## src/verilog/irxdv_pkg.sv

```systemverilog
/*
  package for the isochronous receive video enhancement block:
  register offsets, field positions, packet constants and carriers.
  assumes nothing beyond a SystemVerilog compiler.
*/
`default_nettype none
package irxdv_pkg;
  localparam int NUM_CTX = 4;
  // register aliases in extension space (byte offsets)
  localparam logic [11:0] OFF_ENH_SET = 12'hA80;
  localparam logic [11:0] OFF_ENH_CLEAR = 12'hA84;
  // field positions and mask of implemented bits
  localparam int CTX_STRIDE = 4;
  localparam int STRIP_POS = 0;
  localparam int SYNC_POS = 1;
  localparam logic [31:0] ENH_MASK = 32'h0000_3333;
  localparam logic [31:0] ENH_RESET = 32'h0000_0000;
  // descriptor branch field value that enables frame sync
  localparam logic [1:0] BRANCH_FILL = 2'h1;
  // frame start tag in the third quadlet
  localparam logic [7:0] TAG_BYTE0 = 8'h1F;
  localparam logic [3:0] TAG_NIBBLE1 = 4'h7;
  localparam int HDR_QUADS = 2;
  localparam int TAG_QUAD = 2;
  localparam int FIFO_DEPTH = 8;

  // register access from host
  typedef struct packed {
    logic wrEn;
    logic rdEn;
    logic [11:0] addr;
    logic [31:0] wrData;
  } irxdv_bus_t;

  // one payload quadlet with framing
  typedef struct packed {
    logic [31:0] data;
    logic first;
    logic last;
  } irxdv_quad_t;
endpackage
`default_nettype wire

```

## src/verilog/irxdv_fifo.sv

```systemverilog
/*
  small synchronous fifo with valid/ready handshake on both sides.
  assumes one clock and a synchronous active-high reset.
*/
`timescale 1ns/1ns
`default_nettype none
module irxdv_fifo #(
  parameter int WIDTH = 34,
  parameter int DEPTH = 8
) (
  input wire logic clk,               // system clock
  input wire logic reset,             // sync reset
  input wire logic [WIDTH-1:0] inData,// write data
  input wire logic inValid,           // write request
  output logic inReady,               // not full
  output logic [WIDTH-1:0] outData,   // head data
  output logic outValid,              // not empty
  input wire logic outReady           // consumer takes head
);
  localparam int AW = $clog2(DEPTH);
  logic [WIDTH-1:0] mem [DEPTH];
  logic [AW-1:0] wrPtr;
  logic [AW-1:0] rdPtr;
  logic [AW:0] count;
  logic doWr;
  logic doRd;

  // handshake terms
  assign doWr = inValid && inReady;
  assign doRd = outValid && outReady;
  assign inReady = count != (AW+1)'(DEPTH);
  assign outValid = count != '0;
  assign outData = mem[rdPtr];

  // storage
  always_ff @(posedge clk) begin
    if (doWr) begin
      mem[wrPtr] <= inData;
    end
  end

  // pointers and fill level
  always_ff @(posedge clk) begin
    if (reset) begin
      wrPtr <= '0;
      rdPtr <= '0;
      count <= '0;
    end else begin
      if (doWr) begin
        wrPtr <= (wrPtr == AW'(DEPTH-1)) ? '0 : wrPtr + 1'b1;
      end
      if (doRd) begin
        rdPtr <= (rdPtr == AW'(DEPTH-1)) ? '0 : rdPtr + 1'b1;
      end
      if (doWr && !doRd) begin
        count <= count + 1'b1;
      end else if (doRd && !doWr) begin
        count <= count - 1'b1;
      end
    end
  end
endmodule
`default_nettype wire

```

## src/verilog/irxdv_enh.sv

```systemverilog
/*
  isochronous receive video enhancement register with its payload path:
  set/clear register aliases, per-context header strip and frame sync.
  assumes a simple synchronous register port from the host bus, one
  receive quadlet stream tagged with a context number, and per-context
  header-included flags and descriptor branch fields from the contexts.
*/
// Summary of operation
// [RQ1] software changes bits only while that context is neither active nor running
// [RQ2] one register, set alias at A80h, clear alias at A84h, reads current value
// [RQ3] zeros written through either alias leave the bit unchanged
// [RQ4] unused bits read zero and ignore writes
// [RQ5] bit 0 set: context 0 drops first two payload quadlets
// [RQ6] bit 4 set: context 1 drops first two payload quadlets
// [RQ7] bit 8 set: context 2 drops first two payload quadlets
// [RQ8] bit 12 set: context 3 drops first two payload quadlets
// [RQ9] bit 1: context 0 waits for frame start, branches on a frame start tag that arrives while already synced
// [RQ10] bit 5: context 1 frame sync and frame branch in buffer-fill mode
// [RQ11] bit 9: context 2 frame sync and frame branch in buffer-fill mode
// [RQ12] bit 13: context 3 frame sync and frame branch in buffer-fill mode
// [RQ13] strip and sync act only while the header-included flag is clear
// [RQ14] frame sync acts only while that context's strip bit is set
// [RQ15] frame start is third quadlet beginning 1Fh then low nibble 7h
// [RQ16] register resets to zero, all enhancements off
`timescale 1ns/1ns
`default_nettype none
module irxdv_enh (
  input wire logic clk,                          // 10 MHz host clock
  input wire logic reset,                        // sync reset, active high
  input wire irxdv_pkg::irxdv_bus_t bus,         // register access
  output logic [31:0] rdData,                    // read data
  output logic [15:0] enhBits,                   // register value to contexts
  input wire logic [3:0] headerIncluded,         // header_included_flag per ctx
  input wire logic [7:0] branchField,            // descriptor b field, 2 bits per ctx
  input wire irxdv_pkg::irxdv_quad_t rxQuad,     // received payload quadlet
  input wire logic [1:0] rxCtx,                  // context of rxQuad
  input wire logic rxValid,                      // rxQuad present
  output logic rxReady,                          // path accepts rxQuad
  output irxdv_pkg::irxdv_quad_t outQuad,        // quadlet to store
  output logic [1:0] outCtx,                     // its context
  output logic outValid,                         // outQuad present
  input wire logic outReady,                     // store takes outQuad
  output logic [3:0] frame_branch_pointer,                // take frame_branch_pointer, pulse
  output logic [3:0] frameSynced                 // context is in frame
);
  localparam int QW = $bits(irxdv_pkg::irxdv_quad_t) + 2;
  localparam int FW = $clog2(irxdv_pkg::FIFO_DEPTH) + 1;

  logic [31:0] enh;
  logic [1:0] quadIdx;
  logic [3:0] stripOn;
  logic [3:0] syncOn;
  logic isTag;
  logic dropQuad;
  logic [QW-1:0] fifoIn;
  logic [QW-1:0] fifoOut;
  logic fifoInReady;
  logic fifoOutValid;
  logic fifoWr;
  logic fifoRd;
  logic [FW-1:0] fill;
  logic [FW-1:0] next_fill;
  logic stageValid;
  logic [QW-1:0] stage;
  logic take;

  // register: set/clear aliases, only implemented bits
  always_ff @(posedge clk) begin
    if (reset) begin
      enh <= irxdv_pkg::ENH_RESET; // RQ16
    end else if (bus.wrEn) begin
      if (bus.addr == irxdv_pkg::OFF_ENH_SET) begin
        enh <= enh | (bus.wrData & irxdv_pkg::ENH_MASK); // RQ2
      end else if (bus.addr == irxdv_pkg::OFF_ENH_CLEAR) begin
        enh <= enh & ~(bus.wrData & irxdv_pkg::ENH_MASK); // RQ3
      end
    end
  end

  // read port, either alias returns the value
  always_ff @(posedge clk) begin
    if (reset) begin
      rdData <= '0;
    end else if (bus.rdEn) begin
      if (bus.addr == irxdv_pkg::OFF_ENH_SET || bus.addr == irxdv_pkg::OFF_ENH_CLEAR) begin
        rdData <= enh & irxdv_pkg::ENH_MASK; // RQ4
      end else begin
        rdData <= '0;
      end
    end
  end

  // bits to the contexts, register copy from a flop
  always_ff @(posedge clk) begin
    if (reset) begin
      enhBits <= '0;
    end else begin
      enhBits <= enh[15:0];
    end
  end

  // effective per-context enables
  always_comb begin
    for (int c = 0; c < irxdv_pkg::NUM_CTX; c++) begin
      stripOn[c] = enh[c*irxdv_pkg::CTX_STRIDE + irxdv_pkg::STRIP_POS]
        && !headerIncluded[c]; // RQ5 RQ6 RQ7 RQ8 RQ13
      syncOn[c] = stripOn[c] && enh[c*irxdv_pkg::CTX_STRIDE + irxdv_pkg::SYNC_POS]
        && branchField[c*2 +: 2] == irxdv_pkg::BRANCH_FILL; // RQ9 RQ10 RQ11 RQ12 RQ14
    end
  end

  // frame start tag in the third quadlet
  assign isTag = quadIdx == 2'(irxdv_pkg::TAG_QUAD)
    && rxQuad.data[31:24] == irxdv_pkg::TAG_BYTE0
    && rxQuad.data[19:16] == irxdv_pkg::TAG_NIBBLE1; // RQ15

  assign take = rxValid && rxReady;

  // drop header quadlets, and all data until frame start while syncing
  assign dropQuad = (stripOn[rxCtx] && quadIdx < 2'(irxdv_pkg::HDR_QUADS))
    || (syncOn[rxCtx] && !frameSynced[rxCtx] && !isTag
        && quadIdx >= 2'(irxdv_pkg::TAG_QUAD)); // RQ5 RQ6 RQ7 RQ8

  // fifo handshake terms, mirrored here so ready can come from a flop
  assign fifoWr = rxValid && rxReady && fifoInReady && !dropQuad;
  assign fifoRd = fifoOutValid && (!stageValid || outReady);

  // fill level the fifo will hold after this edge
  always_comb begin
    next_fill = fill;
    if (fifoWr && !fifoRd) begin
      next_fill = fill + 1'b1;
    end else if (fifoRd && !fifoWr) begin
      next_fill = fill - 1'b1;
    end
  end

  // registered ready: room left in the fifo after this edge
  always_ff @(posedge clk) begin
    if (reset) begin
      fill <= '0;
      rxReady <= 1'b0;
    end else begin
      fill <= next_fill;
      rxReady <= next_fill != FW'(irxdv_pkg::FIFO_DEPTH);
    end
  end

  // quadlet position within packet
  always_ff @(posedge clk) begin
    if (reset) begin
      quadIdx <= '0;
    end else if (take) begin
      if (rxQuad.last) begin
        quadIdx <= '0;
      end else if (quadIdx != 2'h3) begin
        quadIdx <= quadIdx + 2'h1;
      end
    end
  end

  // frame sync state, and branch on a frame start tag that arrives while already synced
  always_ff @(posedge clk) begin
    if (reset) begin
      frameSynced <= '0;
      frame_branch_pointer <= '0;
    end else begin
      frame_branch_pointer <= '0;
      for (int c = 0; c < irxdv_pkg::NUM_CTX; c++) begin
        if (!syncOn[c]) begin
          frameSynced[c] <= 1'b0;
        end else if (take && rxCtx == 2'(c) && isTag) begin
          if (frameSynced[c]) begin
            frame_branch_pointer[c] <= 1'b1; // RQ9 RQ10 RQ11 RQ12
          end
          frameSynced[c] <= 1'b1; // RQ9 RQ10 RQ11 RQ12
        end
      end
    end
  end

  assign fifoIn = {rxQuad, rxCtx};

  // buffer in the data path
  irxdv_fifo #(.WIDTH(QW), .DEPTH(irxdv_pkg::FIFO_DEPTH)) u_fifo (
    .clk(clk),
    .reset(reset),
    .inData(fifoIn),
    .inValid(fifoWr),
    .inReady(fifoInReady),
    .outData(fifoOut),
    .outValid(fifoOutValid),
    .outReady(!stageValid || outReady)
  );

  // output register stage
  always_ff @(posedge clk) begin
    if (reset) begin
      stageValid <= 1'b0;
      stage <= '0;
    end else if (!stageValid || outReady) begin
      stageValid <= fifoOutValid;
      stage <= fifoOut;
    end
  end

  assign outValid = stageValid;
  assign outQuad = stage[QW-1:2];
  assign outCtx = stage[1:0];
endmodule
`default_nettype wire

```

## config.mk

```make
export PLATFORM = sky130hd
export DESIGN_NAME = irxdv_enh
export DESIGN_NICKNAME = d
export VERILOG_FILES = /design/src/verilog/irxdv_pkg.sv /design/src/verilog/irxdv_fifo.sv /design/src/verilog/irxdv_enh.sv
export SDC_FILE = /design/constraint.sdc
export NUM_CORES = 1
export LEC_CHECK = 0
export BUFFER_PORTS_ARGS = -buffer_cell sky130_fd_sc_hd__buf_2
export CAP_MARGIN = 0
export CELL_PAD_IN_SITES_DETAIL_PLACEMENT = 0
export CELL_PAD_IN_SITES_GLOBAL_PLACEMENT = 2
export CORE_MARGIN = 2
export CORE_UTILIZATION = 42
export CTS_CLUSTER_DIAMETER = 150
export DETAILED_ROUTE_END_ITERATION = 6
export PLACE_DENSITY_LB_ADDON = 0.1
export SYNTH_ARGS = -nofsm -noshare
export SYNTH_HDL_FRONTEND = slang
export SYNTH_SLANG_ARGS = --single-unit
export TNS_END_PERCENT = 1
```

## constraint.sdc

```tcl
create_clock -name clk -period 7.85 [get_ports clk]
set_input_delay 0.3925 -clock clk [delete_from_list [all_inputs] [get_ports clk]]
set_output_delay 0.3925 -clock clk [all_outputs]
set_load 0.005 [all_outputs]
```

* Yosys cells after proc, flatten, opt, wreduce, memory -nomap -nowiden
Memories as Yosys holds them, arrays and structs flattened. A register that Yosys moved wholly into a read port is not among the register bits.
Cells that the tools add are included.
W data, S select, Z words.
** Storage, ports and cells
- Bits in registers :: 106
- RAM bits :: 288
- Bits of input ports :: 98
- Output and inout port bits :: 94
- Logic and storage cells :: 144
- Memories :: 1
** Memories
- u_fifo.mem :: words 8, width 36, read ports 1, clocked after Yosys merged registers in 1, wr ports 1, RTL line irxdv_fifo.sv:21 : logic [WIDTH-1:0] mem [DEPTH];
** Operators by class
- $add $sub $neg :: 7
- Magnitude comparators :: 3
- Equality and inequality tests :: 17
- Multiplexer cells :: 23
- Bitwise operators :: 11
- Reductions and logical operators :: 64
** Operator list (number)
- $mux W32 :: 2
- $logic_and A1 B1 Y1 :: 35
- $and A32 B32 Y32 :: 1
- $not A14 Y32 :: 1
- $or A32 B14 Y32 :: 1
- $eq A12 B12 Y1 const B :: 2
- $mux W4 :: 4
- $mux W14 :: 1
- $reduce_or A3 Y1 :: 4
- $logic_not A1 Y1 :: 11
- $eq A2 B1 Y1 const B :: 5
- $mux W1 :: 9
- $add A4 B1 Y4 const B :: 2
- $eq A8 B5 Y1 const B :: 1
- $ne A4 B4 Y1 const B :: 2
- $not A1 Y1 :: 8
- $reduce_or A2 Y1 :: 4
- $sub A4 B1 Y4 const B :: 2
- $add A3 B1 Y3 const B :: 2
- $bmux W1 S2 :: 3
- $eq A2 B2 Y1 const B :: 3
- $eq A3 B3 Y1 const B :: 2
- $mux W3 :: 2
- $reduce_bool A2 Y1 :: 3
- 11 further kinds :: 15

* Depth between registers and ports, before layout
- Depth in word-level cells :: 17
- Gate-level depth with buffers :: 15
- Depth with buffers taken out :: 14

* By module
Synthesis repeated with hierarchy kept, for this count alone.
** Second synthesis, totals
- Cells, all modules :: 878
- Area, all modules :: 15046.9 um^2
** Modules (own cells, without submodules)
- irxdv_fifo :: instances 1, cells each 491, area an instance 11703.7 um^2, sequential area each 8908.5 um^2
- irxdv_enh :: instances 1, cells each 387, area an instance 3343.2 um^2, sequential area each 1521.5 um^2

* Worst setup path before layout
Ideal clock, no wire load.
- Path kind :: reg-to-reg
- From :: reg quadIdx[1]
- To :: mem u_fifo.mem[0][0] (netlist bit) (enable)
- Setup time :: 0.532 ns
- Data arrival time :: 5.521 ns
- Required time :: 7.318 ns
- Slack :: 1.797 ns
- Cell stages (with the launch flop) :: 8
- Clock period less this slack :: 6.053 ns
- Cell sequence :: dfxtp_1 > ha_1 > nand4bb_1 > or4_4 > nor3b_2 > a31oi_4 > buf_4 > nor4b_1
** On the way
- Word-level cells in the longest chain between the ends :: 12
- Elaborated cells between the ends (all ways) :: 15
- Those cells by class :: order compare (2); eq/ne (1); mux (2); reduce/logical (10)
** Ends and longest elaborated chain
- from (decl) :: RTL line irxdv_enh.sv:50 : logic [1:0] quadIdx;
- from (signal assigned) :: RTL line irxdv_enh.sv:157 : quadIdx <= quadIdx + 2'h1;
- $eq A2 B2 Y1 :: RTL line irxdv_enh.sv:113 : assign isTag = quadIdx == 2'(irxdv_pkg::TAG_QUAD)
- $logic_and A1 B1 Y1 :: RTL line irxdv_enh.sv:114 : && rxQuad.data[31:24] == irxdv_pkg::TAG_BYTE0
- $logic_and A1 B1 Y1 :: RTL line irxdv_enh.sv:115 : && rxQuad.data[19:16] == irxdv_pkg::TAG_NIBBLE1;
- $logic_not A1 Y1 :: RTL line irxdv_enh.sv:121 : || (syncOn[rxCtx] && !frameSynced[rxCtx] && !isTag
- $logic_and A1 B1 Y1 :: RTL line irxdv_enh.sv:121
- $logic_and A1 B1 Y1 :: RTL line irxdv_enh.sv:122 : && quadIdx >= 2'(irxdv_pkg::TAG_QUAD));
- $logic_or A1 B1 Y1 * :: RTL line irxdv_enh.sv:121
- $logic_not A1 Y1 * :: RTL line irxdv_enh.sv:125 : assign fifoWr = rxValid && rxReady && fifoInReady && !dropQuad;
- $logic_and A1 B1 Y1 * :: RTL line irxdv_enh.sv:125
- $logic_and A1 B1 Y1 * :: RTL line irxdv_fifo.sv:29 : assign doWr = inValid && inReady;
- net u_fifo.doWr :: RTL line irxdv_fifo.sv:25 : logic doWr;
- $mux W1 * :: RTL line irxdv_fifo.sv:37 : if (doWr) begin
- $mux W1 (implied by the code) * :: RTL line irxdv_fifo.sv:38 : mem[wrPtr] <= inData;
- to (decl) :: RTL line irxdv_fifo.sv:21
The timed path passes the listed nets; every way through them passes the cells marked *.

* Final worst setup path
- From :: reg quadIdx[1]
- To :: mem u_fifo.mem[1][30] (netlist bit) (enable)
** On the way
- Word-level cells in the longest chain between the ends :: 12
- Elaborated cells between the ends (all ways) :: 15
- Those cells by class :: order compare (2); eq/ne (1); mux (2); reduce/logical (10)
** Ends and longest elaborated chain (RTL line)
- $eq A2 B2 Y1 :: irxdv_enh.sv:113
- $logic_and A1 B1 Y1 :: irxdv_enh.sv:114
- $logic_and A1 B1 Y1 :: irxdv_enh.sv:115
- $logic_not A1 Y1 :: irxdv_enh.sv:121
- $logic_and A1 B1 Y1 :: irxdv_enh.sv:121
- $logic_and A1 B1 Y1 :: irxdv_enh.sv:122
- $logic_or A1 B1 Y1 * :: irxdv_enh.sv:121
- $logic_not A1 Y1 * :: irxdv_enh.sv:125
- $logic_and A1 B1 Y1 * :: irxdv_enh.sv:125
- $logic_and A1 B1 Y1 * :: irxdv_fifo.sv:29
- $mux W1 * :: irxdv_fifo.sv:37
- $mux W1 (implied by the code) * :: irxdv_fifo.sv:38
Every way passes the cells marked *; elsewhere a longest branch is shown, timed or not.

==> reports/metrics.csv <==
stage,metric,value,unit
worst_setup_path,CP startpoint kind,register,
global_routing,largest net degree at the start of global routing,84,
worst_setup_path,r2r endpoint,u_fifo.mem[1][30],
drt,Post-DRT Antenna Nets,0,
placement,final estimated routing congestion in global placement,0.723,
drt,via count,7634,
worst_hold_path,hold depth,2,
global_routing,Congestion Overflow GR,0,
worst_setup_path,worst reg2reg setup slack,3.99,ns
cells_and_area,most frequent cells in the layout,"edfxtp_1 (288), buf_2 (134), dfxtp_1 (83), mux4_2 (74), nor2_1 (56)",
drt,DR iter-0 viols,429,
clocking,Post-CTS Setup Inserts,0,
placement,post-detail-place hpwl,17700,um
worst_setup_path,FF-to-FF Start,quadIdx[1],
clocking,CTS buffer count,40,
worst_setup_path,CP endpoint kind,register,
drt,Routed Wire Length,30800,um
floorplan,die area,0.0360,sq mm
cells_and_area,layout net count,1088,
timing,RSZ-0062 raised after global routing,no,
cells_and_area,# fillers,2910,
yosys,post-synthesis sequential area ratio,0.715,
cells_and_area,"commonest non-fill, non-tap cell in the layout",edfxtp_1,
floorplan,# rows,68,
cells_and_area,layout cells sized above 1,0.294,
floorplan,Starting Density,0.423,
worst_setup_path,"Req. time, crit path",8.01,ns
yosys,Mapped Area,0.0145,sq mm
timing,Final setup viols,0,
clocking,Skew-Pair Late Insertion Delay,0.53,ns
clocking,cts repair resizes,0,
power,cell area power density,302,mW/mm^2
timing,Layout Skew,0.0137,ns
placement,Port Buf Inserts,135,
power,Peak VDD IR,0.161,mV
cells_and_area,post-layout util,0.491,
power,P_leak,0.00570,uW
timing,Fmax achieved,259,MHz
drt,via/cell ratio,5.20,
clocking,Clock Tree Buf Depth,3,
timing,Final min period,3.86,ns
yosys,Syn Inst Count,832,
worst_hold_path,Hold Path Origin,bus[4],
yosys,Synth Warn #,0,
global_routing,global-route wire length before repair,46500,um
floorplan,Core Region,0.0343,sq mm
floorplan,Die Ht,190,um
floorplan,Die Span X,190,um
clocking,Root Driver,clkbuf_16,
global_routing,initial antenna violation count,3,
worst_setup_path,CP Max Fanout,27,
status,outcome,"finished, final reports clean",
drt,drt first pass iters,5,
drt,DRC,0,
clocking,clock transition at the registers of the reported paths,0.06,ns
timing,Max transition margin,0.210,
timing,fin crit share,0.492,
timing,Final Hold Fails,0,
yosys,"EDFF count, synth",288,
timing,Final Slew Violations,0,
clocking,CTS Sinks,374,
clocking,CTS tree,built,
clocking,H-tree depth,2,
drt,post-DR wirelength/cell,21.0,um
worst_hold_path,Hold Crit Class,input port to register,
worst_setup_path,cells on worst reg2reg path,7,
clocking,hold buffer count at cts,0,
worst_setup_path,WS Path Type,register to register,
flow_run,Max Cap Viol,0,
yosys,ys flop type,edfxtp_1,
global_routing,gr usage total,0.172,
yosys,Syn Area/Cell,17.4,sq um
cells_and_area,"Area growth, synth to finish",16.1,%
floorplan,I/O Pins,192,
worst_setup_path,CP arrival,4.02,ns
timing,Slew @ Worst Pin,1.18,ns
yosys,distinct cell type count after synthesis,43,
yosys,Async SR Flop Fraction,0,
timing,Setup TNS,0,ns
yosys,Yosys reg bits,374,
global_routing,vias in the first global route,7926,
-- how the worst max path moves through the flow --
stage / startpoint / end / slack (ns) / cells after the start
after CTS: quadIdx[1] / u_fifo.mem[1][1] / 3.90 / 7
after global placement: rxQuad[31] / u_fifo.mem[1][30] / 3.85 / 7
final: quadIdx[1] / u_fifo.mem[1][30] / 3.99 / 7
after detailed placement: rxQuad[31] / u_fifo.mem[3][30] / 3.87 / 7
after floorplan: quadIdx[1] / u_fifo.mem[0][0] / 1.80 / 7
after global routing: quadIdx[1] / u_fifo.mem[1][28] / 3.73 / 7
-- critical path, stage by stage, from the launching register on --
cell	delay [ns]
dfxtp_1	0.40
ha_1	0.25
nand4bb_1	0.12
or4_4	0.53
nor3b_2	0.19
a31oi_4	0.48
nor4bb_4	0.90
buf_4	0.58
-- cell usage after synthesis, drive strengths merged, types with 2 or more instances --
master / instances / area share
nor2b: 10 / 0.0043
a21o: 2 / 0.0010
xnor2: 5 / 0.0030
nor2: 57 / 0.015
a211oi: 37 / 0.019
dfxtp: 86 / 0.12
nand4: 2 / 0.00086
o211ai: 2 / 0.0010
xor2: 2 / 0.0012
edfxtp: 288 / 0.60
nor3: 12 / 0.0041
nand3: 11 / 0.0038
a311oi: 9 / 0.0054
nand3b: 2 / 0.0010
nand2b: 13 / 0.0056
nor3b: 4 / 0.0024
nor4bb: 4 / 0.0028
ha: 11 / 0.0095
mux4: 74 / 0.11
mux2i: 43 / 0.030
nor4: 4 / 0.0028
inv: 9 / 0.0023
buf: 51 / 0.023
o21ai: 3 / 0.0010
a21oi: 30 / 0.010
or3: 3 / 0.0013
nor4b: 2 / 0.0012
clkbuf: 26 / 0.0067
nand2: 20 / 0.0052
a31oi: 3 / 0.0023
-- sequential cells by signal, indices dropped and copies added (netlist names), named ones only --
| register | count |
|---|---|
| outValid | 1 |
| u_fifo.rdPtr | 3 |
| fill | 4 |
| frameSynced | 4 |
| stage | 36 |
| enhBits | 8 |
| quadIdx | 2 |
| u_fifo.count | 4 |
| u_fifo.mem | 288 |
| frame_branch_pointer | 4 |
| rxReady | 1 |
| u_fifo.wrPtr | 3 |
| rdData | 8 |
-- cell type report --
class	count	area [sq um]	area share
Timing Repair Buffer	150	791	0.0470
Clock inverter	20	113	0.00669
Multi-Input combinational cell	403	3860	0.229
Sequential cell	374	10400	0.616
Antenna cell	2	5.00	0.000297
Clock buffer	54	1080	0.0644
Tap cell	455	569	0.0338
Inverter	9	33.8	0.00201
-- power breakdown --
group,leakage [uW],internal [uW],switching [uW]
combinational,0.00181,494,458
clock,0.000583,976,744
sequential,0.00331,2270,134
-- metal layers --
layer | vias to the layer above | GRT usage | routed length, um | share of wire
met5 | - | 0 | 9 | 0.00029
met4 | 2 | 0.0420 | 437 | 0.014
met3 | 39 | 0.0321 | 1350 | 0.044
met2 | 174 | 0.296 | 15700 | 0.51
met1 | 3896 | 0.226 | 13300 | 0.43
li1 | 3523 | - | - | -
-- cell families after synthesis --
| family | count (synthesis) | share of synthesized area |
|---|---|---|
| DFF | 374 | 0.715 |
| and+or+nand+nor | 148 | 0.0527 |
| muxes | 117 | 0.145 |
| AOI/OAI and AO/OA | 87 | 0.0410 |
| buffers and inverters | 86 | 0.0316 |
| adders and majority gates | 12 | 0.0109 |
| xor gates and xnor gates | 7 | 0.00423 |
| other | 1 | 0.000259 |
-- stage by stage --
step                hold slack, ns  instance area, sq um  cells  total power (uW)  setup slack [ns]
floorplan                    0.452                 14600    863              3140              1.80
global placement             0.452                 15600   1391              3400              3.85
detailed placement           0.459                 15600   1391              3430              3.87
CTS                         0.0671                 16800   1465              5160              3.90
global route                0.0790                 16800   1465              5320              3.73
finish                      0.0829                 16800   1467              5080              3.99
(Power assumes the default switching activity.)
